[src/core/smp_pkg.sv]
// Constants and types shared by the sensor mode controller and its parameter table
package smp_pkg;

    typedef enum logic [2:0] {
        MODE_OFF,
        MODE_INIT,
        MODE_STANDBY,
        MODE_FORCED,
        MODE_AUTO
    } smp_mode_t;

    // Clock and timing
    localparam int CLK_MHZ          = 20;
    localparam int INIT_TIME_US     = 25;
    localparam int INIT_CYC         = INIT_TIME_US * CLK_MHZ;
    localparam int CONV_TIME_US     = 155;
    localparam int CONV_CYC         = CONV_TIME_US * CLK_MHZ;
    localparam int RATE_TICK_US     = 100;
    localparam int RATE_TICK_CYC    = RATE_TICK_US * CLK_MHZ;

    // Serial target addresses
    localparam logic [6:0] ADDR_PRIMARY   = 7'h53;
    localparam logic [6:0] ADDR_ALTERNATE = 7'h52;

    // Mailbox register offsets, status first then outputs for burst reads
    localparam logic [5:0] REG_IRQ_STATUS = 6'h00;
    localparam logic [5:0] REG_PS_H       = 6'h01;
    localparam logic [5:0] REG_PS_L       = 6'h02;
    localparam logic [5:0] REG_ALS_H      = 6'h03;
    localparam logic [5:0] REG_ALS_L      = 6'h04;
    localparam logic [5:0] REG_IRQ_ENABLE = 6'h05;
    localparam logic [5:0] REG_COMMAND    = 6'h06;
    localparam logic [5:0] REG_PARAM_IN   = 6'h07;
    localparam logic [5:0] REG_RESPONSE1  = 6'h08;
    localparam logic [5:0] REG_CMD_RESP   = 6'h09;
    localparam logic [5:0] REG_DEV_ADDR   = 6'h0A;

    // Interrupt status bit positions
    localparam int IRQ_PS_DONE  = 0;
    localparam int IRQ_ALS_DONE = 1;
    localparam int IRQ_PS_THR   = 2;
    localparam int IRQ_ALS_THR  = 3;

    // Command codes
    localparam logic [7:0] CMD_COUNTER_CLEAR = 8'h00;
    localparam logic [7:0] CMD_SOFT_RESET    = 8'h01;
    localparam logic [7:0] CMD_FORCE         = 8'h11;
    localparam logic [7:0] CMD_PAUSE         = 8'h12;
    localparam logic [7:0] CMD_START         = 8'h13;
    localparam logic [1:0] CMD_PARAM_READ    = 2'h1;
    localparam logic [1:0] CMD_PARAM_WRITE   = 2'h2;

    // Parameter table layout
    localparam int         PARAM_DEPTH    = 8'h2C;
    localparam logic [5:0] PAR_CHAN_LIST  = 6'h01;
    localparam logic [5:0] PAR_RATE_H     = 6'h1A;
    localparam logic [5:0] PAR_RATE_L     = 6'h1B;
    localparam logic [5:0] PAR_PS_THR_H   = 6'h25;
    localparam logic [5:0] PAR_PS_THR_L   = 6'h26;
    localparam logic [5:0] PAR_ALS_THR_H  = 6'h27;
    localparam logic [5:0] PAR_ALS_THR_L  = 6'h28;
    localparam int         CHAN_PS_BIT    = 0;
    localparam int         CHAN_ALS_BIT   = 1;

    // Reset values
    localparam logic [3:0] CMD_COUNT_RESET = 4'hF;
    localparam logic [7:0] PARAM_RESET     = 8'h00;

endpackage

[src/core/smp_mode_ctrl.sv]
// Operating-mode controller and host mailbox of the light and proximity sensor
`timescale 1ns/1ps
`default_nettype none
module smp_mode_ctrl (
    input  wire logic        CLK_SYS,
    input  wire logic        RSTN,
    input  wire logic        SECOND_EMITTER_DRIVE_PIN,
    input  wire logic        HOST_WR,
    input  wire logic        HOST_RD,
    input  wire logic [5:0]  HOST_ADDR,
    input  wire logic [7:0]  HOST_WDATA,
    output logic      [7:0]  HOST_RDATA,
    input  wire logic        BUS_ADDR_VALID,
    input  wire logic [6:0]  BUS_ADDR,
    input  wire logic        BUS_ADDR_TEN,
    output logic             BUS_ADDR_ACK,
    input  wire logic [15:0] PS_SAMPLE,
    input  wire logic [15:0] ALS_SAMPLE,
    output logic             MEAS_ACTIVE,
    output logic      [2:0]  MODE,
    output logic             INT_O,
    output logic             INT_OE
);

    typedef struct packed {
        smp_pkg::smp_mode_t mode;
        logic               strap_meta;
        logic               strap_sync;
        logic [6:0]         dev_addr;
        logic [3:0]         irq_status;
        logic [3:0]         irq_enable;
        logic               int_drive;
        logic [15:0]        ps_res;
        logic [15:0]        als_res;
        logic [7:0]         param_in;
        logic [7:0]         response1;
        logic [3:0]         cmd_count;
        logic               cmd_error;
        logic [7:0]         rdata;
        logic [11:0]        init_cnt;
        logic               conv_busy;
        logic [11:0]        conv_cnt;
        logic [11:0]        tick_cnt;
        logic [15:0]        rate_cnt;
    } smp_state_t;

    localparam smp_state_t RESET_STATE = '{
        mode:       smp_pkg::MODE_OFF,
        strap_meta: 1'b0,
        strap_sync: 1'b0,
        dev_addr:   smp_pkg::ADDR_ALTERNATE,
        irq_status: 4'h0,
        irq_enable: 4'h0,
        int_drive:  1'b0,
        ps_res:     16'h0000,
        als_res:    16'h0000,
        param_in:   8'h00,
        response1:  8'h00,
        cmd_count:  smp_pkg::CMD_COUNT_RESET,
        cmd_error:  1'b0,
        rdata:      8'h00,
        init_cnt:   12'h000,
        conv_busy:  1'b0,
        conv_cnt:   12'h000,
        tick_cnt:   12'h000,
        rate_cnt:   16'h0000
    };

    smp_state_t s;
    smp_state_t next_s;

    logic        param_clear;
    logic        param_we;
    logic [5:0]  param_waddr;
    logic [7:0]  param_wdata;
    logic [5:0]  param_raddr;
    logic [7:0]  param_rdata;
    logic [7:0]  chan_list;
    logic [15:0] meas_rate;
    logic [15:0] ps_thr;
    logic [15:0] als_thr;

    ////////////////////////////////////////////////////////////////////////////////
    // Parameter storage

    smp_param_table u_table (
        .clk       (CLK_SYS),
        .rstn      (RSTN),
        .clear     (param_clear),
        .we        (param_we),
        .waddr     (param_waddr),
        .wdata     (param_wdata),
        .raddr     (param_raddr),
        .rdata     (param_rdata),
        .chan_list (chan_list),
        .meas_rate (meas_rate),
        .ps_thr    (ps_thr),
        .als_thr   (als_thr)
    );

    ////////////////////////////////////////////////////////////////////////////////
    // Next-state logic

    function automatic logic [7:0] read_mux(input smp_state_t st, input logic [5:0] a);
        logic [7:0] d;
        d = 8'h00;
        if (a == smp_pkg::REG_IRQ_STATUS) begin
            d = {4'h0, st.irq_status};
        end else if (a == smp_pkg::REG_PS_H) begin
            d = st.ps_res[15:8];
        end else if (a == smp_pkg::REG_PS_L) begin
            d = st.ps_res[7:0];
        end else if (a == smp_pkg::REG_ALS_H) begin
            d = st.als_res[15:8];
        end else if (a == smp_pkg::REG_ALS_L) begin
            d = st.als_res[7:0];
        end else if (a == smp_pkg::REG_IRQ_ENABLE) begin
            d = {4'h0, st.irq_enable};
        end else if (a == smp_pkg::REG_PARAM_IN) begin
            d = st.param_in;
        end else if (a == smp_pkg::REG_RESPONSE1) begin
            d = st.response1;
        end else if (a == smp_pkg::REG_CMD_RESP) begin
            d = {3'h0, st.cmd_error, st.cmd_count};
        end else if (a == smp_pkg::REG_DEV_ADDR) begin
            d = {1'b0, st.dev_addr};
        end
        return d;
    endfunction

    always_comb begin
        logic        host_ok;
        logic        conv_done;
        logic        tick;
        logic        soft_reset;
        logic        cmd_done;
        logic        cmd_bad;
        logic [3:0]  irq_set;
        logic [3:0]  irq_clr;
        logic [7:0]  cmd;
        host_ok     = 1'b0;
        conv_done   = 1'b0;
        tick        = 1'b0;
        soft_reset  = 1'b0;
        cmd_done    = 1'b0;
        cmd_bad     = 1'b0;
        irq_set     = 4'h0;
        irq_clr     = 4'h0;
        cmd         = HOST_WDATA;
        next_s      = s;
        param_clear = 1'b0;
        param_we    = 1'b0;
        param_waddr = cmd[5:0];
        param_wdata = s.param_in;
        param_raddr = cmd[5:0];

        // Strap pin crosses in through two flops
        next_s.strap_meta = SECOND_EMITTER_DRIVE_PIN;
        next_s.strap_sync = s.strap_meta;

        case (s.mode)
            smp_pkg::MODE_OFF: begin
                next_s.mode     = smp_pkg::MODE_INIT;
                next_s.init_cnt = 12'h000;
            end
            smp_pkg::MODE_INIT: begin
                next_s.init_cnt = s.init_cnt + 12'h001;
                if (s.init_cnt == 12'(smp_pkg::INIT_CYC - 1)) begin
                    next_s.dev_addr = s.strap_sync ? smp_pkg::ADDR_PRIMARY
                                                   : smp_pkg::ADDR_ALTERNATE;
                    next_s.mode     = smp_pkg::MODE_STANDBY;
                end
            end
            default: begin
                host_ok = 1'b1;
            end
        endcase

        // Autonomous rate: tick divider then period count
        if (s.mode == smp_pkg::MODE_AUTO) begin
            tick = (s.tick_cnt == 12'(smp_pkg::RATE_TICK_CYC - 1));
            next_s.tick_cnt = tick ? 12'h000 : s.tick_cnt + 12'h001;
            if (tick && !s.conv_busy) begin
                if (s.rate_cnt >= meas_rate) begin
                    next_s.rate_cnt  = 16'h0000;
                    next_s.conv_busy = 1'b1;
                    next_s.conv_cnt  = 12'h000;
                end else begin
                    next_s.rate_cnt = s.rate_cnt + 16'h0001;
                end
            end
        end

        // Conversion timer and result capture
        if (s.conv_busy) begin
            next_s.conv_cnt = s.conv_cnt + 12'h001;
            conv_done = (s.conv_cnt == 12'(smp_pkg::CONV_CYC - 1));
        end
        if (conv_done) begin
            next_s.conv_busy = 1'b0;
            if (chan_list[smp_pkg::CHAN_PS_BIT]) begin
                next_s.ps_res                 = PS_SAMPLE;
                irq_set[smp_pkg::IRQ_PS_DONE] = 1'b1;
                irq_set[smp_pkg::IRQ_PS_THR]  = (PS_SAMPLE >= ps_thr);
            end
            if (chan_list[smp_pkg::CHAN_ALS_BIT]) begin
                next_s.als_res                 = ALS_SAMPLE;
                irq_set[smp_pkg::IRQ_ALS_DONE] = 1'b1;
                irq_set[smp_pkg::IRQ_ALS_THR]  = (ALS_SAMPLE >= als_thr);
            end
            if (s.mode == smp_pkg::MODE_FORCED) begin
                next_s.mode = smp_pkg::MODE_STANDBY;
            end
        end

        // Host reads only capture data, leaving the sequencer asleep
        if (host_ok && HOST_RD) begin
            next_s.rdata = read_mux(s, HOST_ADDR);
        end

        // Host writes into the mailbox
        if (host_ok && HOST_WR) begin
            if (HOST_ADDR == smp_pkg::REG_IRQ_STATUS) begin
                irq_clr = HOST_WDATA[3:0];
            end else if (HOST_ADDR == smp_pkg::REG_IRQ_ENABLE) begin
                next_s.irq_enable = HOST_WDATA[3:0];
            end else if (HOST_ADDR == smp_pkg::REG_PARAM_IN) begin
                next_s.param_in = HOST_WDATA;
            end else if (HOST_ADDR == smp_pkg::REG_DEV_ADDR) begin
                next_s.dev_addr = HOST_WDATA[6:0];
            end else if (HOST_ADDR == smp_pkg::REG_COMMAND) begin
                if (cmd == smp_pkg::CMD_COUNTER_CLEAR) begin
                    next_s.cmd_count = 4'h0;
                    next_s.cmd_error = 1'b0;
                end else if (cmd == smp_pkg::CMD_SOFT_RESET) begin
                    soft_reset = 1'b1;
                end else if (cmd[7:6] == smp_pkg::CMD_PARAM_READ) begin
                    if (cmd[5:0] < 6'(smp_pkg::PARAM_DEPTH)) begin
                        next_s.response1 = param_rdata;
                        cmd_done         = 1'b1;
                    end else begin
                        cmd_bad = 1'b1;
                    end
                end else if (cmd[7:6] == smp_pkg::CMD_PARAM_WRITE) begin
                    if (cmd[5:0] < 6'(smp_pkg::PARAM_DEPTH)) begin
                        param_we         = 1'b1;
                        next_s.response1 = s.param_in;
                        cmd_done         = 1'b1;
                    end else begin
                        cmd_bad = 1'b1;
                    end
                end else if (cmd == smp_pkg::CMD_FORCE) begin
                    cmd_done = 1'b1;
                    if (s.mode == smp_pkg::MODE_STANDBY) begin
                        next_s.mode      = smp_pkg::MODE_FORCED;
                        next_s.conv_busy = 1'b1;
                        next_s.conv_cnt  = 12'h000;
                    end
                end else if (cmd == smp_pkg::CMD_START) begin
                    cmd_done = 1'b1;
                    if (s.mode == smp_pkg::MODE_STANDBY) begin
                        next_s.mode     = smp_pkg::MODE_AUTO;
                        next_s.rate_cnt = 16'h0000;
                        next_s.tick_cnt = 12'h000;
                    end
                end else if (cmd == smp_pkg::CMD_PAUSE) begin
                    cmd_done = 1'b1;
                    if (s.mode == smp_pkg::MODE_AUTO) begin
                        // An in-flight autonomous conversion is dropped
                        next_s.mode      = smp_pkg::MODE_STANDBY;
                        next_s.conv_busy = 1'b0;
                    end
                end else begin
                    cmd_bad = 1'b1;
                end
            end
        end

        // Errors freeze the count until the host clears them
        if (cmd_bad) begin
            next_s.cmd_error = 1'b1;
        end else if (cmd_done && !s.cmd_error) begin
            next_s.cmd_count = s.cmd_count + 4'h1;
        end

        // Hardware set wins over a host clear in the same cycle
        next_s.irq_status = (s.irq_status & ~irq_clr) | irq_set;
        next_s.int_drive  = |(next_s.irq_status & next_s.irq_enable);

        if (soft_reset) begin
            next_s      = RESET_STATE;
            param_clear = 1'b1;
        end
    end

    ////////////////////////////////////////////////////////////////////////////////
    // State register

    always_ff @(posedge CLK_SYS or negedge RSTN) begin
        if (!RSTN) begin
            s <= RESET_STATE;
        end else begin
            s <= next_s;
        end
    end

    ////////////////////////////////////////////////////////////////////////////////
    // Outputs

    // Target address match; no answer until initialization is over
    assign BUS_ADDR_ACK = BUS_ADDR_VALID && !BUS_ADDR_TEN
                          && (BUS_ADDR == s.dev_addr)
                          && (s.mode != smp_pkg::MODE_OFF)
                          && (s.mode != smp_pkg::MODE_INIT);
    assign HOST_RDATA   = s.rdata;
    assign MEAS_ACTIVE  = s.conv_busy;
    assign MODE         = s.mode;
    assign INT_O        = 1'b0;
    assign INT_OE       = s.int_drive;

endmodule
`default_nettype wire

[src/core/smp_param_table.sv]
// Volatile parameter table owned by the internal controller
`timescale 1ns/1ps
`default_nettype none
module smp_param_table (
    input  wire logic        clk,
    input  wire logic        rstn,
    input  wire logic        clear,
    input  wire logic        we,
    input  wire logic [5:0]  waddr,
    input  wire logic [7:0]  wdata,
    input  wire logic [5:0]  raddr,
    output logic      [7:0]  rdata,
    output logic      [7:0]  chan_list,
    output logic      [15:0] meas_rate,
    output logic      [15:0] ps_thr,
    output logic      [15:0] als_thr
);

    typedef struct packed {
        logic [smp_pkg::PARAM_DEPTH-1:0][7:0] mem;
    } smp_tbl_state_t;

    smp_tbl_state_t s;
    smp_tbl_state_t next_s;

    always_comb begin
        next_s = s;
        for (int i = 0; i < smp_pkg::PARAM_DEPTH; i++) begin
            if (clear) begin
                next_s.mem[i] = smp_pkg::PARAM_RESET;
            end else if (we && waddr == 6'(i)) begin
                next_s.mem[i] = wdata;
            end
        end
    end

    always_ff @(posedge clk or negedge rstn) begin
        if (!rstn) begin
            s <= '0;
        end else begin
            s <= next_s;
        end
    end

    // Out-of-range reads return zero; the caller flags them as errors
    assign rdata     = (raddr < 6'(smp_pkg::PARAM_DEPTH)) ? s.mem[raddr] : 8'h00;
    assign chan_list = s.mem[smp_pkg::PAR_CHAN_LIST];
    assign meas_rate = {s.mem[smp_pkg::PAR_RATE_H], s.mem[smp_pkg::PAR_RATE_L]};
    assign ps_thr    = {s.mem[smp_pkg::PAR_PS_THR_H], s.mem[smp_pkg::PAR_PS_THR_L]};
    assign als_thr   = {s.mem[smp_pkg::PAR_ALS_THR_H], s.mem[smp_pkg::PAR_ALS_THR_L]};

endmodule
`default_nettype wire

[config.mk]
export PLATFORM = sky130hd
export DESIGN_NAME = smp_mode_ctrl
export DESIGN_NICKNAME = d
export VERILOG_FILES = /design/src/core/smp_pkg.sv /design/src/core/smp_mode_ctrl.sv /design/src/core/smp_param_table.sv
export SDC_FILE = /design/constraint.sdc
export NUM_CORES = 1
export LEC_CHECK = 0
export ABC_AREA = 0
export BUFFER_PORTS_ARGS = -buffer_cell sky130_fd_sc_hd__buf_2
export CORE_MARGIN = 5
export CORE_UTILIZATION = 55
export DETAILED_ROUTE_END_ITERATION = 10
export PLACE_DENSITY = 0.72
export SKIP_LAST_GASP = 1
export SLEW_MARGIN = 20
export SYNTH_ARGS = -nofsm -noshare
export SYNTH_HDL_FRONTEND = slang
export SYNTH_SLANG_ARGS = --single-unit
[constraint.sdc]
create_clock -name CLK_SYS -period 3.6 [get_ports CLK_SYS]
set_input_delay 0.36 -clock CLK_SYS [delete_from_list [all_inputs] [get_ports CLK_SYS]]
set_output_delay 0.36 -clock CLK_SYS [all_outputs]
set_load 0.01 [all_outputs]
==> results by stage, run 1 <==
Outcome:
- The flow ran to the end, and the final reports show no timing, DRC or antenna violations.

Synth:
- The share of synthesized registers carrying an async set or reset is 100%.
- Of the post-synthesis cell area, the part taken by muxes is about 19%.
- Yosys mapped a number of flops with a built-in enable equal to 0.
- When the netlist entered floorplanning its net count stood at between 2000 and 3000.
- The leading area contributor after synthesis is dfrtp_1.
- The number of warnings issued by yosys is 0.
- Yosys mapped the design onto 70 distinct sky130hd cell types.
- The most used flip-flop cell after synthesis is dfrtp_1.
- By area, the combinational part of the netlist is dominated by multiplexers.
- Yosys attributes the largest share of cell area to dfrtp_1 47%, mux2i_1 11%, mux4_2 7.7%, nor2_1 5.4%, nand2_1 3.2%.
- The share of synthesized cell area in and, or, nand and nor gates is 15.9%.
- The mean area per synthesized cell is approximately 10 µm².
- Summing the areas of all compound-gate instances in the mapped netlist gives between 9 and 10% of the synthesized area.
- Summing the sequential cell areas from Yosys gives a little under half of the chip area.
- After synthesis the netlist holds a flip-flop and latch count of between 400 and 500.
- The area share of the largest cell type after synthesis is 46.7%.
- The synthesized instance count is about 2500.
- By count the netlist is led by 480 x dfrtp_1, 369 x nor2_1, 289 x mux2i_1.
- The post-synthesis share of cell area spent on xor and xnor gates is 1.26%.
- Yosys instantiated no cell more often than dfrtp_1.
- The cell area that synthesis handed to floorplanning was approximately 26000 µm².
- The area share of fa/ha/maj cells after synthesis is around 2.7%.

Place:
- The pre-CTS setup slack is about 0.59 ns.
- The wire-length estimate of the detail-placed layout is between 40000 and 50000 µm.
- Routability-driven placement finished with a final weighted congestion of 0.936.
- In this run the tool buffered the top-level ports with 73 buffer cells.

Layout:
- In the final design database the tool counted around 2600 nets.
- Cells with a size suffix above 1 make up 14.9% of the layout.
- 0 antenna diodes ended up in the layout.
- Relative to the synthesized area, the layout overhead comes to 11.3%.
- The core occupancy in the finished layout is a little over 60%.

CTS:
- For the worst-skew pair, the clock arrives at the later sink with an insertion delay of between 0.6 and 0.7 ns.
- Clock-pin slew was measured on the worst setup and hold paths at approximately 0.060 ns.
- The clock net in this run drives a total of 487 sinks.
- The buffer type at the clock tree root is clkbuf_16.
- The number of setup buffers added after CTS is 0.
- The H-tree was split into 2 levels.
- The maximum buffer depth of the clock tree is 3.
- The post-cts resize count is 0.
- TritonCTS built the clock tree.
- The hold buffer count at CTS is 2.
- In this run, CTS created clock tree buffers numbering 51.

Global routing:
- The first-pass GRT wire length is 115000 µm.
- The global-route total usage across every layer is between 20% and 30%.
- The number of antenna violations at the first check in global routing is 0.
- The number of global-route vias before repair came to 19900.
- Entering global routing, the biggest net connects roughly 140 pins.
- The aggregate global routing overflow is 0.

Min path:
- The path class of the tightest hold or removal check is in2reg.
- The worst hold path begins at PS_SAMPLE[10].

Worst setup path:
- The worst setup path is launched from a register.
- Of all nets on the critical path, the largest fanout is 21.
- STA classifies the critical path endpoint as a register.
- For the worst setup path, the data required time is 4.05 ns.
- The startpoint identified for the worst register-to-register timing path is MODE[1].
- The beginning of the critical path is MODE[1].
- At the worst endpoint, the arrival time is 3.47 ns.
- The kind of critical path is reg2reg.

Power:
- The peak supply drop is around 490 µV.
- The power density normalized to cell area is approximately 410 nW/µm².
- The leakage component of the power is between 10 and 15 nW.

Floorplan:
- After floorplanning, the core was divided into approximately 80 placement rows.
- The die is 226 µm tall.
- Once the floorplan was initialized, standard cells occupied between 50% and 60% of the core.
- The count of boundary I/O pins is between 70 and 80.
- The die boundary width is about 230 µm.
- The area of the die is between 50000 and 60000 µm².
- The floorplan step defined a core boundary enclosing around 46000 µm².

Flow run:
- The number of max-capacitance violations reported is 0.

Route:
- After the first detailed-routing iteration, the DRC count stood at around 2200.
- The remaining design rule violation count is 0.
- The final layout contains routed wiring with a total length of roughly 74000 µm.
- The total number of vias is 20100.
- For this run, the detailed router's first-pass iteration total came to 7.
- Once detail routing completed, the nets flagged for antenna violations numbered 0.
- In the routed layout, each cell is associated on average with a via count of 6.38.
- The average wire length per cell after detail routing is roughly 23 µm.

STA:
- At the pin with the least slew margin, the transition time is between 1 and 1.5 ns.
- The smallest clock period supported by the final layout is computed as about 3 ns.
- The max-slew violation count came to 0.
- Setup violations remaining at the end of the flow were counted as 0.
- The final-report hold violation count came to 0.
- Timing would allow up to between 300 and 400 MHz.
- The post-route worst setup slack is between 0.5 and 0.6 ns.
- On the final layout, the worst clock skew is 0.0183 ns.
- The worst pin sits at a relative slew slack of between 20 and 30%.
- Setup repair after global routing left no endpoint under its margin.
- The post-route setup TNS is 0 ns.
- The part of the cycle the worst path needs is between 80% and 90%.
[final timing paths]
| path | to | slack [ns] | depth (start not counted) |
|---|---|---|---|
| setup / recovery | u_table.s[290] | 0.57 | 7 |
| hold / removal | s[108] | 0.02 | 3 |
| setup reg to reg | u_table.s[290] | 0.57 | 7 |
| hold reg to reg | s[130] | 0.45 | 1 |
| max in group asynchronous | u_table.s[89] | 2.18 | 3 |
| min in group asynchronous | u_table.s[345] | 0.28 | 2 |
[metrics by stage]
step                area [µm²]  cells  hold WS [ns]  power, mW
CTS                      28600   3150       0.00376       11.8
global placement         26700   3052         0.313       6.07
detailed placement       26700   3052         0.313       6.08
floorplan                25700   2505        0.0644       5.81
finish                   28600   3150        0.0223       11.8
global route             28600   3150        0.0222       12.1
[kinds of logic after synthesis]
family,after synthesis
AND/OR/NAND/NOR,888
flip-flops,487
buffers and inverters,262
multiplexers,383
XOR/XNOR,37
other,1
adder cells (fa/ha/maj),56
AO/OA/AOI/OAI,391
[worst max-delay path, cell delays in order, from the launching register on]
cell and delay (ns):
dfrtp_1 0.51, o21a_1 0.45, and3_1 0.36, and4_1 0.22, buf_4 0.27, nand4_1 0.62, nand3_1 0.30, o21ai_0 0.12
[flip-flops by register name, indices dropped and copies added (netlist names)]
| register | cells |
|---|---|
| u_table.meas_rate | 16 |
| MODE | 3 |
| u_table.ps_thr | 16 |
| u_table.chan_list | 8 |
| INT_OE | 1 |
| u_table.als_thr | 16 |
| param_wdata | 8 |
| u_table.s | 296 |
| s | 114 |
| MEAS_ACTIVE | 1 |
| HOST_RDATA | 8 |
[power breakdown]
part,internal [mW],switching (mW),total (mW)
Clock,3.52,2.27,5.78
Sequential,5.48,0.00270,5.48
Combinational,0.145,0.358,0.503
[cells in the final DEF (no fill, tap or decap), types with 17 or more instances in the layout]
| cell type | count |
|---|---|
| and3_1 | 19 |
| o21ai_0 | 111 |
| xnor2_1 | 24 |
| mux4_2 | 88 |
| inv_1 | 60 |
| nand2_1 | 217 |
| a21oi_1 | 122 |
| nand3_1 | 118 |
| a22oi_1 | 45 |
| or3_1 | 17 |
| dfrtp_1 | 472 |
| ha_1 | 56 |
| nand4_1 | 28 |
| buf_2 | 70 |
| nor2_1 | 367 |
| o31ai_1 | 33 |
| clkbuf_16 | 52 |
| nor3_1 | 25 |
| buf_4 | 61 |
| mux2i_1 | 289 |
[layer usage]
layer  wire length [µm]  global-route usage (%)  part of all wire [%]  vias up
met5                  0                       0                     0        -
met4               3400                    11.8                   4.6        0
met3               5910                    5.61                   8.0      200
met2              34800                    45.8                    47      975
met1              29600                    38.8                    40    10100
li1                   -                       -                     -     8874
[area by class of cell]
cell class,count,area [µm²]
fillers,3695,17700
repair buffers,143,1010
multi-input cells,1756,12500
clock buffers,74,1520
flip-flops and latches,487,12200
well taps,607,759
clock inverters,22,337
inverters,61,229
Power figures use the tool's default switching activity.
==> run 2, diff against run 1 <==
Settings changed: PLACE_DENSITY 0.72 to 0.75.
Clock period 3.6 ns to 2.5 ns, I/O delays scaled along.
==> run 2 against run 1 <==
Against the previous run:
- non-clock buffer count increased by 133
- via count is 4.2% higher
- cell area rose by 4.7%
- power rose by 41%
- sequential share of layout area fell by 1.9 points
- critical endpoint is now INT_OE
==> results by stage, run 2 (synthesis gave the netlist of run 1 again) <==
STA:
- At the pin with the least slew margin, the transition time is between 0.9 and 1 ns.
- The post-route worst setup slack is ~0.048 ns.
- Dividing the final minimum period by the clock period gives just under 100%.
- The final-report hold violation count is 0.
- The max-slew violation count is 0.
- Static timing analysis puts the maximum clock frequency at just over 400 MHz.
- Setup violations remaining at the end of the flow were counted as 0.
- Across the routed clock network, the largest skew measured is about 0.016 ns.
- The worst path in the final design needs a cycle of approximately 2.5 ns, including I/O delays and setup.
- Setup repair after global routing could not meet its margin everywhere.
- The worst-case headroom to the max-slew limit is 37.8%.

Floorplan:
- The count of boundary I/O pins is 75.
- The die boundary width is ~230 µm.
- For this configuration, the core starts out at a cell density of a little under three fifths.
- The core region is 46400 µm².
- The die covers 51200 µm².
- Row generation in the floorplan step produced 79 rows.
- The vertical die dimension is 226 µm.

Place:
- The count of buffers inserted at the top-level ports is 73.
- The weighted congestion at the end of routability-driven global placement is 0.946.
- The pre-CTS setup slack is around 0.042 ns.
- The HPWL after detailed placement is between 50000 and 60000 µm.
- The number of placed instances with taps included is ~3100.

Worst setup path:
- The critical path in this run is classified as reg2reg.
- The signal on the critical path passes through or4_1 > buf_4 > nor4_4 > o311ai_0 > o21ai_1 > a22oi_1 > o31ai_1.
- At the worst endpoint, the arrival time is just under 3 ns.
- The cell family contributing the most delay on the critical path is simple AND/OR/NAND/NOR gates.
- For flop-to-flop paths, the worst setup slack is 0.05 ns.
- The critical path endpoint category is a register.
- STA classifies the critical path startpoint as a register.
- The peak fanout along the critical path is 5.
- For this run, the slowest stage of the critical path takes about 0.57 ns.
- The endpoint of the lowest-slack register-to-register path is INT_OE.
- The beginning of the critical path is s[35].
- The standard cell with the maximum stage delay on the critical path is or4_1.
- The startpoint identified for the worst register-to-register timing path is s[35].
- The capturing instance or port of the critical path is INT_OE.
- The number of buffer and inverter stages on the critical path is 1.
- The worst reg2reg path depth is 7.
- The endpoint required time on the critical path is ~3.0 ns.
- The critical path depth is 7.

Power:
- Cell internal power was estimated by the tool at 12.8 mW.
- The worst-case IR drop observed on VDD is a little over 500 µV.
- The leakage component of the power is around 14 nW.
- Power spread over the standard cell area amounts to ~550 nW/µm².
- Summed over all nets, the switching power comes to approximately 3.8 mW.
- The proportion of power drawn by combinational gates is under 10%.
- The switching part of the total power is 22.8%.
- The clock network burns between 40 and 50% of the power.
- Registers are responsible for a little under half of the overall power.

Layout:
- In the final layout, the registers with the most flip-flops are u_table.s: 296 flops, s: 114 flops.
- Leaving out fill and tap cells, the most frequent cells in the layout are 471 x dfrtp_1, 366 x nor2_1, 289 x mux2i_1.
- The layout cell share with drive strength beyond 1 is a little under a fifth.
- The count of fill cells added during filler insertion is approximately 3500.
- Relative to the synthesized area, the layout overhead comes to 16.5%.
- The most frequent standard cell in the layout excluding fill and tap cells is dfrtp_1.
- The layout net count is around 2700.
- Counting flops per register, the top entry is u_table.s.
- The core occupancy in the finished layout is between 60 and 70%.
- The number of flip-flops in the largest register is 296.
- Leaving out filler cells and counting taps, the final layout contains 3278.

CTS:
- The total number of H-tree levels is 2.
- Clock-pin slew was measured on the worst setup and hold paths at 0.06 ns.
- The CTS tree is yes.
- The total clock buffers created by CTS is 51.
- The number of sinks driven by the clock tree is between 400 and 500.
- The maximum buffer depth of the clock tree is 3.
- The buffer type at the clock tree root is clkbuf_16.
- The later-pin clock latency in the skew report is between 0.6 and 0.7 ns.

Global routing:
- For this run the aggregate overflow at the end of global routing stands at 0.
- The number of global-route vias before repair is approximately 22000.
- The number of antenna violations at the first check in global routing was 2.
- Entering global routing, the biggest net connects approximately 120 pins.
- The global-route total usage across every layer is around 30%.
- The first-pass GRT wire length is 122000 µm.

Route:
- For this run, design rule violations remaining after detail routing come to 0.
- The number of routed nets with antenna violations is 0.
- The number of DRC violations after detailed-routing iteration 0 is 2320.
- The count of TritonRoute iterations in the first routing pass is 6.
- The total number of vias is ~21000.
- The via count normalized by instance count is around 6.4.
- In the final routed layout, each cell accounts on average for 23.5 µm.
- The total routed wirelength is between 70000 and 80000 µm.

Min path:
- The kind of path behind the tightest hold check is in2reg.

Outcome:
- The run finished with clean final reports.

Flow run:
- Max-cap violations in this run came to 0.
run 2: cell types whose count changed in the layout (fill, tap and decap cells not counted), sizes merged:
cell	change
clkinv	+1
bufinv	-4
clkbuf	-2
buf	+99
diode	+1
dlygate4sd3	+34
clkinvlp	-1
run 2: stage by stage:
stage | hold WS, ns | instance area, µm² | setup TNS [ns] | total power [mW]
4_1_cts | 0.0670 | 29900 | 0 | 16.6
2_1_floorplan | -0.0456 | 25700 | 0 | 8.37
6_report | 0.0950 | 30000 | 0 | 16.5
5_1_grt | 0.101 | 30000 | -0.0834 | 17.0
3_5_place_dp | 0.317 | 27800 | 0 | 8.80
3_3_place_gp | 0.305 | 27800 | 0 | 8.79
run 2: metal layers:
| metal | track usage [%] | vias to the layer above | wire, µm |
|---|---|---|---|
| met1 | 39.9 | 10500 | 30100 |
| met3 | 4.73 | 246 | 5840 |
| met2 | 48.8 | 1018 | 36800 |
| li1 | - | 9132 | - |
| met5 | 0 | - | 13 |
| met4 | 14.8 | 2 | 4210 |
run 2: worst min-delay path by stage:
stage,start,to,slack (ns),depth (start not counted)
finish,HOST_WDATA[2],param_wdata[2],0.09,2
global route,HOST_WDATA[2],param_wdata[2],0.10,2
CTS,HOST_WDATA[2],param_wdata[2],0.07,2
detailed placement,RSTN,u_table.s[332],0.32,1
global placement,RSTN,u_table.s[332],0.31,1
floorplan,RSTN,HOST_RDATA[0],-0.05,0
run 2: area by class of cell:
cell class / instances / area, µm² / share of cell area [%]
sequential: 487 / 12200 / 40.7
clock buffer: 72 / 1510 / 5.03
clock inverter: 18 / 210 / 0.702
timing repair buffer: 276 / 2440 / 8.13
antenna: 1 / 2.50 / 0.00835
multi-input combinational: 1756 / 12600 / 42.1
tap: 607 / 759 / 2.53
inverter: 61 / 229 / 0.764
run 2: worst register-to-register path, cell delays in order, from the launching register on:
cell and delay, ns:
dfrtp_1 0.42, or4_1 0.57, buf_4 0.19, nor4_4 0.38, o311ai_0 0.29, o21ai_1 0.28
a22oi_1 0.13, o31ai_1 0.09
run 2: power groups by stage:
| stage | Sequential [mW] | Combinational [mW] | Clock [mW] |
|---|---|---|---|
| floorplan | 8.04 | 0.334 | 0 |
| global placement | 8.04 | 0.748 | 0 |
| detailed placement | 8.04 | 0.760 | 0 |
| CTS | 7.89 | 0.808 | 7.92 |
| global route | 7.89 | 0.879 | 8.21 |
| finish | 7.89 | 0.813 | 7.83 |
run 2: repair_timing:
action                                 in CTS  in global routing
setup endpoints to repair                   1                 15
gates resized for setup                     4                 15
buffers inserted                            1                  0
gates cloned                                0                  1
pin swaps                                   1                  1
endpoints found under the hold margin      96                  0
hold buffers                               36                  0
